==> src/legacy_regs_pkg.sv <==
// Port addresses, field positions and reset values of the legacy general registers
package legacy_regs_pkg;

  // Byte ports as seen on the host I/O bus
  localparam logic [15:0] PORT_STAT_MONO = 16'h03BA;  // Status read / feature write, mono range
  localparam logic [15:0] PORT_STAT_COLR = 16'h03DA;  // Status read / feature write, colour range
  localparam logic [15:0] PORT_FEAT_RD   = 16'h03CA;  // Feature control readback
  localparam logic [15:0] PORT_MISC_WR   = 16'h03C2;  // Misc output write
  localparam logic [15:0] PORT_MISC_RD   = 16'h03CC;  // Misc output readback
  localparam logic [15:0] PORT_SEQ_IDX   = 16'h03C4;  // Sequencer index

  // Shared widths
  localparam int unsigned REG_W  = 8;
  localparam int unsigned IO_W   = 16;
  localparam int unsigned WORD_W = 15;
  localparam int unsigned IDX_W  = 3;

  // Reset value of every register
  localparam logic [7:0] REG_RST = 8'h00;

  // Retrace status fields
  localparam int unsigned ST_DE_BIT = 0;
  localparam int unsigned ST_VR_BIT = 3;
  localparam int unsigned ST_FB_LO  = 4;
  localparam int unsigned ST_FB_HI  = 5;
  localparam logic [7:0]  ST_MASK   = 8'h39;

  // Feature control fields
  localparam int unsigned FC_SYNC_BIT = 3;
  localparam logic [7:0]  FC_MASK     = 8'h08;

  // Misc output fields
  localparam int unsigned MO_VPOL_BIT = 7;
  localparam int unsigned MO_HPOL_BIT = 6;
  localparam int unsigned MO_PAGE_BIT = 5;
  localparam int unsigned MO_CLK_HI   = 3;
  localparam int unsigned MO_CLK_LO   = 2;
  localparam int unsigned MO_APER_BIT = 1;
  localparam int unsigned MO_IOSEL_BIT = 0;
  localparam logic [7:0]  MO_MASK     = 8'hEF;

  // Dot clock select codes
  localparam logic [1:0] CLK_SEL_FIRST  = 2'h0;
  localparam logic [1:0] CLK_SEL_SECOND = 2'h1;

  // Sequencer index mask
  localparam logic [7:0] IDX_MASK = 8'h07;

  // Picks the two palette colour bits fed back to status bits 5:4
  function automatic logic [1:0] fb_pick(input logic [1:0] sel, input logic [7:0] pal);
    case (sel)
      2'h0:    fb_pick = {pal[2], pal[0]};
      2'h1:    fb_pick = {pal[5], pal[4]};
      2'h2:    fb_pick = {pal[3], pal[1]};
      default: fb_pick = {pal[7], pal[6]};
    endcase
  endfunction : fb_pick

endpackage : legacy_regs_pkg

==> src/regs_link_if.sv <==
// Carrier between the register core, its port decoder and its status sampler
`timescale 1ns/100ps
interface regs_link_if;
  logic [14:0] port_word;   // Host word address, bits 15:1
  logic        lane_lo;     // Low byte lane taking part
  logic        colour_io;   // Colour range selected
  logic        hit_stat;    // Status read / feature write port
  logic        hit_feat_rd; // Feature readback port
  logic        hit_misc_wr; // Misc write port
  logic        hit_misc_rd; // Misc readback port
  logic        hit_idx;     // Sequencer index port
  logic [7:0]  status;      // Assembled retrace status byte

  modport core (output port_word, lane_lo, colour_io,
                input  hit_stat, hit_feat_rd, hit_misc_wr, hit_misc_rd, hit_idx, status);
  modport dec  (input  port_word, lane_lo, colour_io,
                output hit_stat, hit_feat_rd, hit_misc_wr, hit_misc_rd, hit_idx);
  modport stat (output status);
endinterface : regs_link_if

==> src/io_port_decoder.sv <==
// Combinational decode of host I/O ports onto the general registers
`timescale 1ns/100ps
module io_port_decoder
  import legacy_regs_pkg::*;
#(
  parameter bit CLAIM_BOTH = 1'b0
) (
  regs_link_if.dec lnk
);

  logic [15:0] active_port;
  logic [15:0] other_port;

  // Status read / feature write port follows the emulation mode
  assign active_port = lnk.colour_io ? PORT_STAT_COLR : PORT_STAT_MONO;
  assign other_port  = lnk.colour_io ? PORT_STAT_MONO : PORT_STAT_COLR;

  // Optional claim of both ranges; strict by default
  assign lnk.hit_stat = lnk.lane_lo && ((lnk.port_word == active_port[15:1]) ||
                        (CLAIM_BOTH && (lnk.port_word == other_port[15:1])));

  // Fixed ports
  assign lnk.hit_feat_rd = lnk.lane_lo && (lnk.port_word == PORT_FEAT_RD[15:1]);
  assign lnk.hit_misc_wr = lnk.lane_lo && (lnk.port_word == PORT_MISC_WR[15:1]);
  assign lnk.hit_misc_rd = lnk.lane_lo && (lnk.port_word == PORT_MISC_RD[15:1]);
  assign lnk.hit_idx     = lnk.lane_lo && (lnk.port_word == PORT_SEQ_IDX[15:1]);

endmodule : io_port_decoder

==> src/timing_status_sampler.sv <==
// Synchronises display timing and palette bits and builds the status byte
`timescale 1ns/100ps
module timing_status_sampler
  import legacy_regs_pkg::*;
(
  input  wire logic       sys_clk,
  input  wire logic       arst_n,
  input  wire logic       clk_en,
  input  wire logic       legacy_off,
  input  wire logic [2:0] legacy_timing,
  input  wire logic [2:0] pipe_timing,
  input  wire logic [7:0] palette_bits,
  input  wire logic [1:0] plane_pair,
  regs_link_if.stat       lnk
);

  localparam int unsigned SYNC_W = 17;

  logic [SYNC_W-1:0] raw;
  logic [SYNC_W-1:0] meta_ff;
  logic [SYNC_W-1:0] sync_ff;
  logic [2:0]        tim;
  logic [7:0]        status_ff;
  logic [7:0]        nxt_status;

  assign raw = {legacy_off, legacy_timing, pipe_timing, palette_bits, plane_pair};

  // Two-stage synchroniser per input bit
  for (genvar i = 0; i < SYNC_W; i++) begin : g_sync
    always_ff @(posedge sys_clk or negedge arst_n) begin
      if (!arst_n) begin
        meta_ff[i] <= 1'b0;
        sync_ff[i] <= 1'b0;
      end else if (clk_en) begin
        meta_ff[i] <= raw[i];
        sync_ff[i] <= meta_ff[i];
      end
    end
  end

  // Timing source: legacy generator, or the assigned pipe when legacy is off
  assign tim = sync_ff[16] ? sync_ff[12:10] : sync_ff[15:13];

  // Status byte; timing order is {vretrace, vblank, hblank}
  always_comb begin
    nxt_status                      = REG_RST;
    nxt_status[ST_FB_HI:ST_FB_LO]   = fb_pick(sync_ff[1:0], sync_ff[9:2]);
    nxt_status[ST_VR_BIT]           = tim[2];
    nxt_status[ST_DE_BIT]           = tim[1] | tim[0];
  end

  // Registered status
  always_ff @(posedge sys_clk or negedge arst_n) begin
    if (!arst_n) begin
      status_ff <= REG_RST;
    end else if (clk_en) begin
      status_ff <= nxt_status;
    end
  end

  assign lnk.status = status_ff;

endmodule : timing_status_sampler

==> src/legacy_general_regs.sv <==
// Legacy display general registers: retrace status, feature control, misc output, sequencer index
//
// Notes on behaviour
// - Retrace status decodes at mono or colour port chosen by misc output mode.
// - Status reads return zero in bits 7:6 and 2:1.
// - Feedback bits mirror two palette colour bits chosen by plane-enable bits.
// - Vertical retrace bit reads 1 during vertical retrace, else 0.
// - Retrace may come from internal legacy timing, loosely tied to output sync.
// - With legacy plane off, status follows the assigned pipe's timing.
// - No interrupt on vertical retrace; status is polled only.
// - Display-enable bit reads 0 in active video, 1 in any blanking.
// - Feature control written at mode port, read back at fixed port.
// - Feature sync-select bit is pure storage, affecting nothing else.
// - All other feature control bits read zero whatever is written.
// - Misc output written at one fixed port, read at another.
// - Misc bits 7 and 6 set vertical and horizontal sync polarity.
// - Page select picks 64 KB page in odd/even mode: 0 upper, 1 lower.
// - Two-bit clock select picks native dot clock; 10 unused, 11 reserved.
// - Memory enable gates legacy aperture only, never the linear frame buffer.
// - Address select puts status, feature and CRT ports in mono or colour range.
// - Both port ranges may be claimed regardless of address select.
// - Sequencer index holds three bits; upper bits read zero.
`timescale 1ns/100ps
module legacy_general_regs
  import legacy_regs_pkg::*;
#(
  parameter bit CLAIM_BOTH = 1'b0
) (
  input  wire logic        sys_clk,
  input  wire logic        arst_n,
  input  wire logic        clk_en,
  input  wire logic [15:0] io_addr,
  input  wire logic [1:0]  io_be,
  input  wire logic        io_rd,
  input  wire logic        io_wr,
  input  wire logic [15:0] io_wdata,
  output logic      [15:0] io_rdata,
  output logic             io_ack,
  output logic             io_claim,
  input  wire logic        legacy_off,
  input  wire logic [2:0]  legacy_timing,
  input  wire logic [2:0]  pipe_timing,
  input  wire logic [7:0]  palette_bits,
  input  wire logic [1:0]  plane_pair,
  input  wire logic        aper_req,
  input  wire logic        aper_legacy,
  output logic             aper_grant,
  output logic             aper_deny,
  output logic             vsync_neg,
  output logic             hsync_neg,
  output logic             page_lower,
  output logic      [1:0]  dot_clk_sel,
  output logic             dot_clk_native,
  output logic             aperture_en,
  output logic             colour_io,
  output logic             feature_sync_sel,
  output logic      [2:0]  sequencer_index
);

  regs_link_if lnk ();

  logic [7:0]  feature_ff;
  logic [7:0]  misc_ff;
  logic [7:0]  index_ff;
  logic [15:0] rdata_ff;
  logic [15:0] nxt_rdata;
  logic        ack_ff;
  logic        claim_ff;
  logic        nxt_claim;
  logic        grant_ff;
  logic        deny_ff;
  logic        clk_native_ff;
  logic        wr_feat;
  logic        wr_misc;
  logic        wr_idx;
  logic [7:0]  wbyte;

  // Address and mode toward the decoder
  assign lnk.port_word = io_addr[15:1];
  assign lnk.lane_lo   = io_be[0];
  assign lnk.colour_io = misc_ff[MO_IOSEL_BIT];

  io_port_decoder #(
    .CLAIM_BOTH (CLAIM_BOTH)
  ) u_dec (
    .lnk (lnk)
  );

  timing_status_sampler u_stat (
    .sys_clk       (sys_clk),
    .arst_n        (arst_n),
    .clk_en        (clk_en),
    .legacy_off    (legacy_off),
    .legacy_timing (legacy_timing),
    .pipe_timing   (pipe_timing),
    .palette_bits  (palette_bits),
    .plane_pair    (plane_pair),
    .lnk           (lnk)
  );

  // Write strobes; only the low lane carries a mapped port
  assign wbyte   = io_wdata[7:0];
  assign wr_feat = io_wr && lnk.hit_stat;
  assign wr_misc = io_wr && lnk.hit_misc_wr;
  assign wr_idx  = io_wr && lnk.hit_idx;

  // Feature control: only the sync-select bit is kept
  always_ff @(posedge sys_clk or negedge arst_n) begin
    if (!arst_n) begin
      feature_ff <= REG_RST;
    end else if (clk_en && wr_feat) begin
      feature_ff <= wbyte & FC_MASK;
    end
  end

  // Misc output; reserved bit 4 is dropped
  always_ff @(posedge sys_clk or negedge arst_n) begin
    if (!arst_n) begin
      misc_ff <= REG_RST;
    end else if (clk_en && wr_misc) begin
      misc_ff <= wbyte & MO_MASK;
    end
  end

  // Sequencer index, three bits wide
  always_ff @(posedge sys_clk or negedge arst_n) begin
    if (!arst_n) begin
      index_ff <= REG_RST;
    end else if (clk_en && wr_idx) begin
      index_ff <= wbyte & IDX_MASK;
    end
  end

  // Read mux; upper lane never maps a register and reads zero
  always_comb begin
    nxt_rdata = {8'h00, REG_RST};
    nxt_claim = 1'b0;
    if (io_rd && lnk.hit_stat) begin
      nxt_rdata[7:0] = lnk.status & ST_MASK;
      nxt_claim      = 1'b1;
    end else if (io_rd && lnk.hit_feat_rd) begin
      nxt_rdata[7:0] = feature_ff;
      nxt_claim      = 1'b1;
    end else if (io_rd && lnk.hit_misc_rd) begin
      nxt_rdata[7:0] = misc_ff;
      nxt_claim      = 1'b1;
    end else if (io_rd && lnk.hit_idx) begin
      nxt_rdata[7:0] = index_ff;
      nxt_claim      = 1'b1;
    end else if (wr_feat || wr_misc || wr_idx) begin
      nxt_claim      = 1'b1;
    end
  end

  // Registered bus answer, one cycle after the strobe
  always_ff @(posedge sys_clk or negedge arst_n) begin
    if (!arst_n) begin
      rdata_ff <= 16'h0000;
      ack_ff   <= 1'b0;
      claim_ff <= 1'b0;
    end else if (clk_en) begin
      rdata_ff <= nxt_rdata;
      ack_ff   <= io_rd || io_wr;
      claim_ff <= nxt_claim;
    end
  end

  // Aperture gate: legacy window follows the enable, linear buffer always passes
  always_ff @(posedge sys_clk or negedge arst_n) begin
    if (!arst_n) begin
      grant_ff <= 1'b0;
      deny_ff  <= 1'b0;
    end else if (clk_en) begin
      grant_ff <= aper_req && (!aper_legacy || misc_ff[MO_APER_BIT]);
      deny_ff  <= aper_req && aper_legacy && !misc_ff[MO_APER_BIT];
    end
  end

  // Native clock flag: only the two defined codes pick a real clock
  always_ff @(posedge sys_clk or negedge arst_n) begin
    if (!arst_n) begin
      clk_native_ff <= 1'b1;
    end else if (clk_en) begin
      clk_native_ff <= (misc_ff[MO_CLK_HI:MO_CLK_LO] == CLK_SEL_FIRST) ||
                       (misc_ff[MO_CLK_HI:MO_CLK_LO] == CLK_SEL_SECOND);
    end
  end

  // Outputs straight from register bits; no interrupt output exists
  assign io_rdata         = rdata_ff;
  assign io_ack           = ack_ff;
  assign io_claim         = claim_ff;
  assign aper_grant       = grant_ff;
  assign aper_deny        = deny_ff;
  assign vsync_neg        = misc_ff[MO_VPOL_BIT];
  assign hsync_neg        = misc_ff[MO_HPOL_BIT];
  assign page_lower       = misc_ff[MO_PAGE_BIT];
  assign dot_clk_sel      = misc_ff[MO_CLK_HI:MO_CLK_LO];
  assign dot_clk_native   = clk_native_ff;
  assign aperture_en      = misc_ff[MO_APER_BIT];
  assign colour_io        = misc_ff[MO_IOSEL_BIT];
  assign feature_sync_sel = feature_ff[FC_SYNC_BIT];
  assign sequencer_index  = index_ff[IDX_W-1:0];
endmodule : legacy_general_regs

==> config.mk <==
export PLATFORM = sky130hd
export DESIGN_NAME = legacy_general_regs
export DESIGN_NICKNAME = d
export VERILOG_FILES = /design/src/legacy_regs_pkg.sv /design/src/regs_link_if.sv /design/src/io_port_decoder.sv /design/src/timing_status_sampler.sv /design/src/legacy_general_regs.sv
export SDC_FILE = /design/constraint.sdc
export NUM_CORES = 1
export LEC_CHECK = 0
export BUFFER_PORTS_ARGS = -buffer_cell sky130_fd_sc_hd__buf_2
export CAP_MARGIN = 5
export CORE_ASPECT_RATIO = 0.5
export CORE_MARGIN = 2
export CORE_UTILIZATION = 30
export DETAILED_ROUTE_END_ITERATION = 10
export GPL_TIMING_DRIVEN = 1
export PLACE_DENSITY = 0.53
export REMOVE_ABC_BUFFERS = 1
export SYNTH_ARGS = -nofsm -noshare
export SYNTH_HDL_FRONTEND = slang
export SYNTH_HIERARCHICAL = 1
export SYNTH_SLANG_ARGS = --single-unit
==> constraint.sdc <==
create_clock -name sys_clk -period 1.65 [get_ports sys_clk]
set_input_delay 0.2475 -clock sys_clk [delete_from_list [all_inputs] [get_ports sys_clk]]
set_output_delay 0.2475 -clock sys_clk [all_outputs]
set_load 0.01 [all_outputs]
==> metrics, run 1 <==
antenna viol nets, final 0; htree depth 3; Placed Cells 423; hpwl dp 4630 um; Critical Path Fanout Max 8; Area Growth Syn to Fin 26.9%; Setup Skew 0.00575 ns; largest net degree at the start of global routing 20; clk slew on worst S/H paths 0.05 ns; Clock Tree Buf Depth 2; Clock Tree Root clkbuf_16; Hold Path Stages 2; TritonRoute pass-1 iters 4; Place WS -0.159 ns; die area between 0.01 and 0.015 mm^2; Residual DRC 0; Die Y 74.3 um; Synth Cell Area 0.00297 mm^2; RSZ-0062 raised after global routing no; CTS buffer count 9; DR WL met2 2960 um; WS Path Type reg2reg; HP Class in2reg; initial core utilization 31.1%; f_max between 600 and 700 MHz; initial DRC count 93; CTS tree built; Total GRT Usage 12.3%; fin crit share 94.1%; GRT overflow 0; YS warnings 6; initial antenna violation count 0; WL met1 2840 um; routed vias/inst 4.46; Final setup viols 0; Worst path max stage delay 0.40 ns; Pleak 0.00186 uW; Fin. Hold Viols 0; worst path bufs/invs 1; Final Total Pwr 3880 uW; crit-path leading delay family simple AND/OR/NAND/NOR gates; Final Worst Setup Slack approximately 0.097 ns; synthesized area per cell 14.0 um^2; endpoint type of the worst setup path register; PD cells 1030 mW/mm^2; post-DR wirelength/cell 14.2 um; Clk Latency, worst-skew pair 0.32 ns; met3 WL 357 um; Crit path required time 1.83 ns; Top Metal Used met4; area of the multi-input gates 0.00122 mm^2; stages on the worst setup path 7; post-CTS setup repair buffer count 0; Buffers on Ports 70; Final Max Tran Viols 0; maximum vdd drop 0.440 mV; share of cells above drive strength 1 53.6%; fillers 904; Reg area 0.00155 mm^2; # nets final 358; clk sinks 62; Die Width about 140 um; n_diodes 0; Post-Syn Instances ~210; Rows 25; Max-Cap Viols 0; Cell Chain, Critical Path and3b_1 > a21oi_2 > nor3_2 > buf_4 > and4bb_2 > nand3_1 > o21ai_0; final std cells w/o fill 439; I/O pins 90; final WL between 6000 and 7000 um; Arrival @ worst endpoint 1.74 ns; Critical Path Source Type register; core box area between 0.009 and 0.01 mm^2; vias in the first global route approximately 2000; Max stage delay cell, worst path dfrtp_1; via count around 2000; crit path time final 1.55 ns; outcome finished, final reports clean; RD Place Congestion 0.733; first-pass GRT wire length 9940 um; Reg2Reg Depth 7
area by class of cell:
type,count,share of cell area (%)
Inverter,11,1.10
Multi-Input combinational cell,128,32.5
Tap cell,135,4.49
Sequential cell,62,41.3
Timing Repair Buffer,88,13.4
Clock inverter,4,0.599
Clock buffer,11,6.72
sequential cells by signal, indices dropped and copies added (netlist names):
signal and flops:
u_stat/meta_ff 17, io_claim 1, misc_ff 7, io_rdata 8, u_stat/sync_ff 17, aper_grant 1
dot_clk_native 1, index_ff 3, aper_deny 1, io_ack 1, u_stat/lnk.status 4, feature_ff 1
layer usage:
layer | up-vias | track usage, %
met5 | - | 0
met4 | 0 | 4.21
met3 | 9 | 4.38
met2 | 55 | 20.7
met1 | 970 | 14.8
li1 | 922 | -
cells in the final DEF, fill, tap and decap left out, types with 2 or more instances in the layout:
cell and count:
o22ai_1 4, and4bb_2 3, a22oi_1 4, mux2i_1 6, buf_2 69, nand2b_1 5
nand2_1 4, a21oi_1 2, buf_4 17, clkbuf_8 2, o221ai_1 3, nor2_1 10
clkinv_2 3, nand3_1 5, dfrtp_1 61, o21ai_0 3, nand4_1 3, conb_1 8
mux2_2 11, clkbuf_16 9, nor2b_1 4, mux2_4 34, inv_1 10
power by group:
part / internal [uW] / switching, uW
clock network: 1080 / 618
logic: 263 / 175
registers: 1660 / 88.4
total: 3000 / 881
final timing paths:
path	start	endpoint	slack, ns
max in group asynchronous	arst_n	u_stat/meta_ff[8]	0.81
worst max-delay path	misc_ff[0]	io_rdata[7]	0.1
worst min-delay path	palette_bits[4]	u_stat/meta_ff[6]	0.16
worst max register to register	misc_ff[0]	io_rdata[7]	0.1
worst min register to register	dot_clk_native	dot_clk_native	0.46
min in group asynchronous	arst_n	u_stat/meta_ff[10]	0.33
metrics by stage:
step / utilization (%) / instance area [um^2] / hold slack [ns] / setup TNS [ns]
after global placement: 36.3 / 3470 / 0.120 / -0.749
final: 39.4 / 3760 / 0.159 / 0
after detailed placement: 36.3 / 3470 / 0.122 / -1.32
after global routing: 39.4 / 3760 / 0.150 / 0
after CTS: 39.3 / 3750 / 0.151 / 0
after floorplan: - / 2800 / -0.0481 / -0.0520
timing repair:
action / CTS / global route
resized for setup: 0 / 2
hold buffers: 1 / 0
endpoints found under the setup margin: 0 / 6
hold endpoints to repair: 7 / 0
worst reg2reg max path: stages (launching register included):
cell,delay (ns)
dfrtp_1,0.40
and3b_1,0.19
a21oi_2,0.04
nor3_2,0.17
buf_4,0.19
and4bb_2,0.26
nand3_1,0.08
o21ai_0,0.10
(Power assumes the default switching activity.)
==> run 2: changes to the inputs <==
==> constraint.sdc (replaced) <==
create_clock -name sys_clk -period 1.8 [get_ports sys_clk]
set_input_delay 0.36 -clock sys_clk [delete_from_list [all_inputs] [get_ports sys_clk]]
set_output_delay 0.36 -clock sys_clk [all_outputs]
set_load 0.01 [all_outputs]
==> metrics, run 2 (same netlist as run 1, synthesis figures left out) <==
Final Max Tran Viols 0 (unchanged); routed vias/inst 4.42 (was 4.46); final WL 6360 um (was 6230 um); hpwl dp 4690 um (was 4630 um); fillers 905 (was 904); Setup Skew 0.00557 ns (was 0.00575 ns); RSZ-0062 raised after global routing no (unchanged); Total GRT Usage 12.8% (was 12.3%); TritonRoute pass-1 iters 4 (unchanged); Die Y 74.3 um (unchanged); antenna viol nets, final 0 (unchanged); crit path time final roughly 1.6 ns; Place WS -0.0967 ns (was -0.159 ns); fin util 39.2% (was 39.4%); share of cells above drive strength 1 52.3% (was 53.6%); Reg2Reg Depth 7 (unchanged); core box area 0.00954 mm^2 (unchanged); Area Growth Syn to Fin 26.0% (was 26.9%); Arrival @ worst endpoint 1.76 ns (was 1.74 ns); HP Class in2async (was in2reg); stages on the worst setup path 8 (was 7); initial core utilization 31.1% (unchanged); worst path bufs/invs 2 (was 1); Rows 25 (unchanged); # nets final 353 (was 358); area of the multi-input gates 0.00121 mm^2 (was 0.00122 mm^2); Reg area 0.00155 mm^2 (unchanged); outcome finished, final reports clean (unchanged); Placed Cells 419 (was 423); clk slew on worst S/H paths 0.05 ns (about the same); vias in the first global route 2062 (was 2003); initial DRC count 91 (was 93); die area 0.0107 mm^2 (unchanged); post-CTS setup repair buffer count 0 (unchanged); WS Path Type in2reg (was reg2reg); Clk Latency, worst-skew pair 0.33 ns (was 0.32 ns); Clock Tree Root clkbuf_16 (unchanged); Worst path max stage delay 0.26 ns (was 0.40 ns); post-DR wirelength/cell 14.6 um (was 14.2 um); commonest cells after routing, fill and taps aside 69 x buf_2, 61 x dfrtp_1, 34 x mux2_4 (unchanged); most common cell after layout, fill and taps aside buf_2 (unchanged); GRT overflow 0 (unchanged); Crit path required time 2.00 ns (was 1.83 ns); Residual DRC 0 (unchanged); largest net degree at the start of global routing 26 (was 20); Pleak 0.00183 uW (was 0.00186 uW); endpoint type of the worst setup path register (unchanged); CTS resizes 0 (unchanged); worst slew pin tran 0.541 ns; clk sinks 62 (unchanged); n_diodes 0 (unchanged); final hold slack 0.0154 ns (was 0.159 ns); f_max roughly 640 MHz; Final Worst Setup Slack 0.239 ns (was 0.0969 ns); Buffers on Ports 70 (unchanged); PD cells 968 mW/mm^2 (was 1030 mW/mm^2); Die Width 145 um (unchanged); I/O pins 90 (unchanged); max_slew headroom between 60 and 70%; fin crit share 86.7%; crit-path leading delay family simple AND/OR/NAND/NOR gates (unchanged); first-pass GRT wire length 10300 um (was 9940 um); via count 1921 (was 1956); CTS tree built (unchanged); Clock Tree Buf Depth 2 (unchanged); Max stage delay cell, worst path nor4b_2 (was dfrtp_1); Critical Path Fanout Max 8 (unchanged); final std cells w/o fill 435 (was 439); CTS buffer count 9 (unchanged); maximum vdd drop 0.455 mV (was 0.440 mV); Fin. Hold Viols 0 (unchanged); initial antenna violation count 0 (unchanged); Max-Cap Viols 0 (unchanged); htree depth 3 (unchanged); Cell Chain, Critical Path buf_2 > nor4b_2 > nand4_1 > nor3_2 > buf_4 > and4bb_2 > nand3_1 > o21ai_0 (was and3b_1 > a21oi_2 > nor3_2 > buf_4 > and4bb_2 > nand3_1 > o21ai_0); Critical Path Source Type input port (was register); hold buffer count at CTS 0 (was 1); Final setup viols 0 (unchanged); Final Total Pwr 3620 uW (was 3880 uW); RD Place Congestion 0.735 (was 0.733)
run 2: final cells by class:
class | count | share of cell area [%]
Tap cell | 135 | 4.52
Multi-Input combinational cell | 128 | 32.4
Clock buffer | 12 | 6.87
Clock inverter | 4 | 0.837
Sequential cell | 62 | 41.6
Timing Repair Buffer | 83 | 12.7
Inverter | 11 | 1.11
run 2: power breakdown:
| group | internal, uW | total (uW) | switching [uW] |
|---|---|---|---|
| combinational | 238 | 399 | 161 |
| clock | 1010 | 1620 | 609 |
| sequential | 1520 | 1600 | 82.5 |
run 2: worst paths after layout:
path	start	endpoint	slack, ns
max	io_addr[2]	io_rdata[7]	0.24
min	arst_n	u_stat/meta_ff[11]	0.02
max reg2reg	misc_ff[0]	io_rdata[3]	0.25
min reg2reg	dot_clk_native	dot_clk_native	0.47
max in group asynchronous	arst_n	u_stat/meta_ff[5]	1.15
min in group sys_clk	legacy_timing[1]	u_stat/meta_ff[14]	0.26
run 2: stage by stage:
step           TNS (ns)  area [um^2]
4_1_cts               0         3740
6_report              0         3740
5_1_grt               0         3740
3_5_place_dp     -0.853         3450
3_3_place_gp     -0.332         3450
2_1_floorplan         0         2800
run 2: worst register-to-register path, stage by stage, from the launching register on:
cell	delay [ns]
dfrtp_1	0.41
and3b_1	0.19
a21oi_1	0.14
nor3_2	0.06
buf_4	0.16
buf_4	0.14
a221oi_2	0.20
o32ai_2	0.12
run 2: metal layers:
metal / share of wire (%) / vias up / global-route usage (%)
met1: 45 / 953 / 15.4
li1: - / 915 / -
met3: 4.5 / 5 / 3.54
met5: 0 / - / 0
met2: 49 / 48 / 22.1
met4: 1.4 / 0 / 5.61
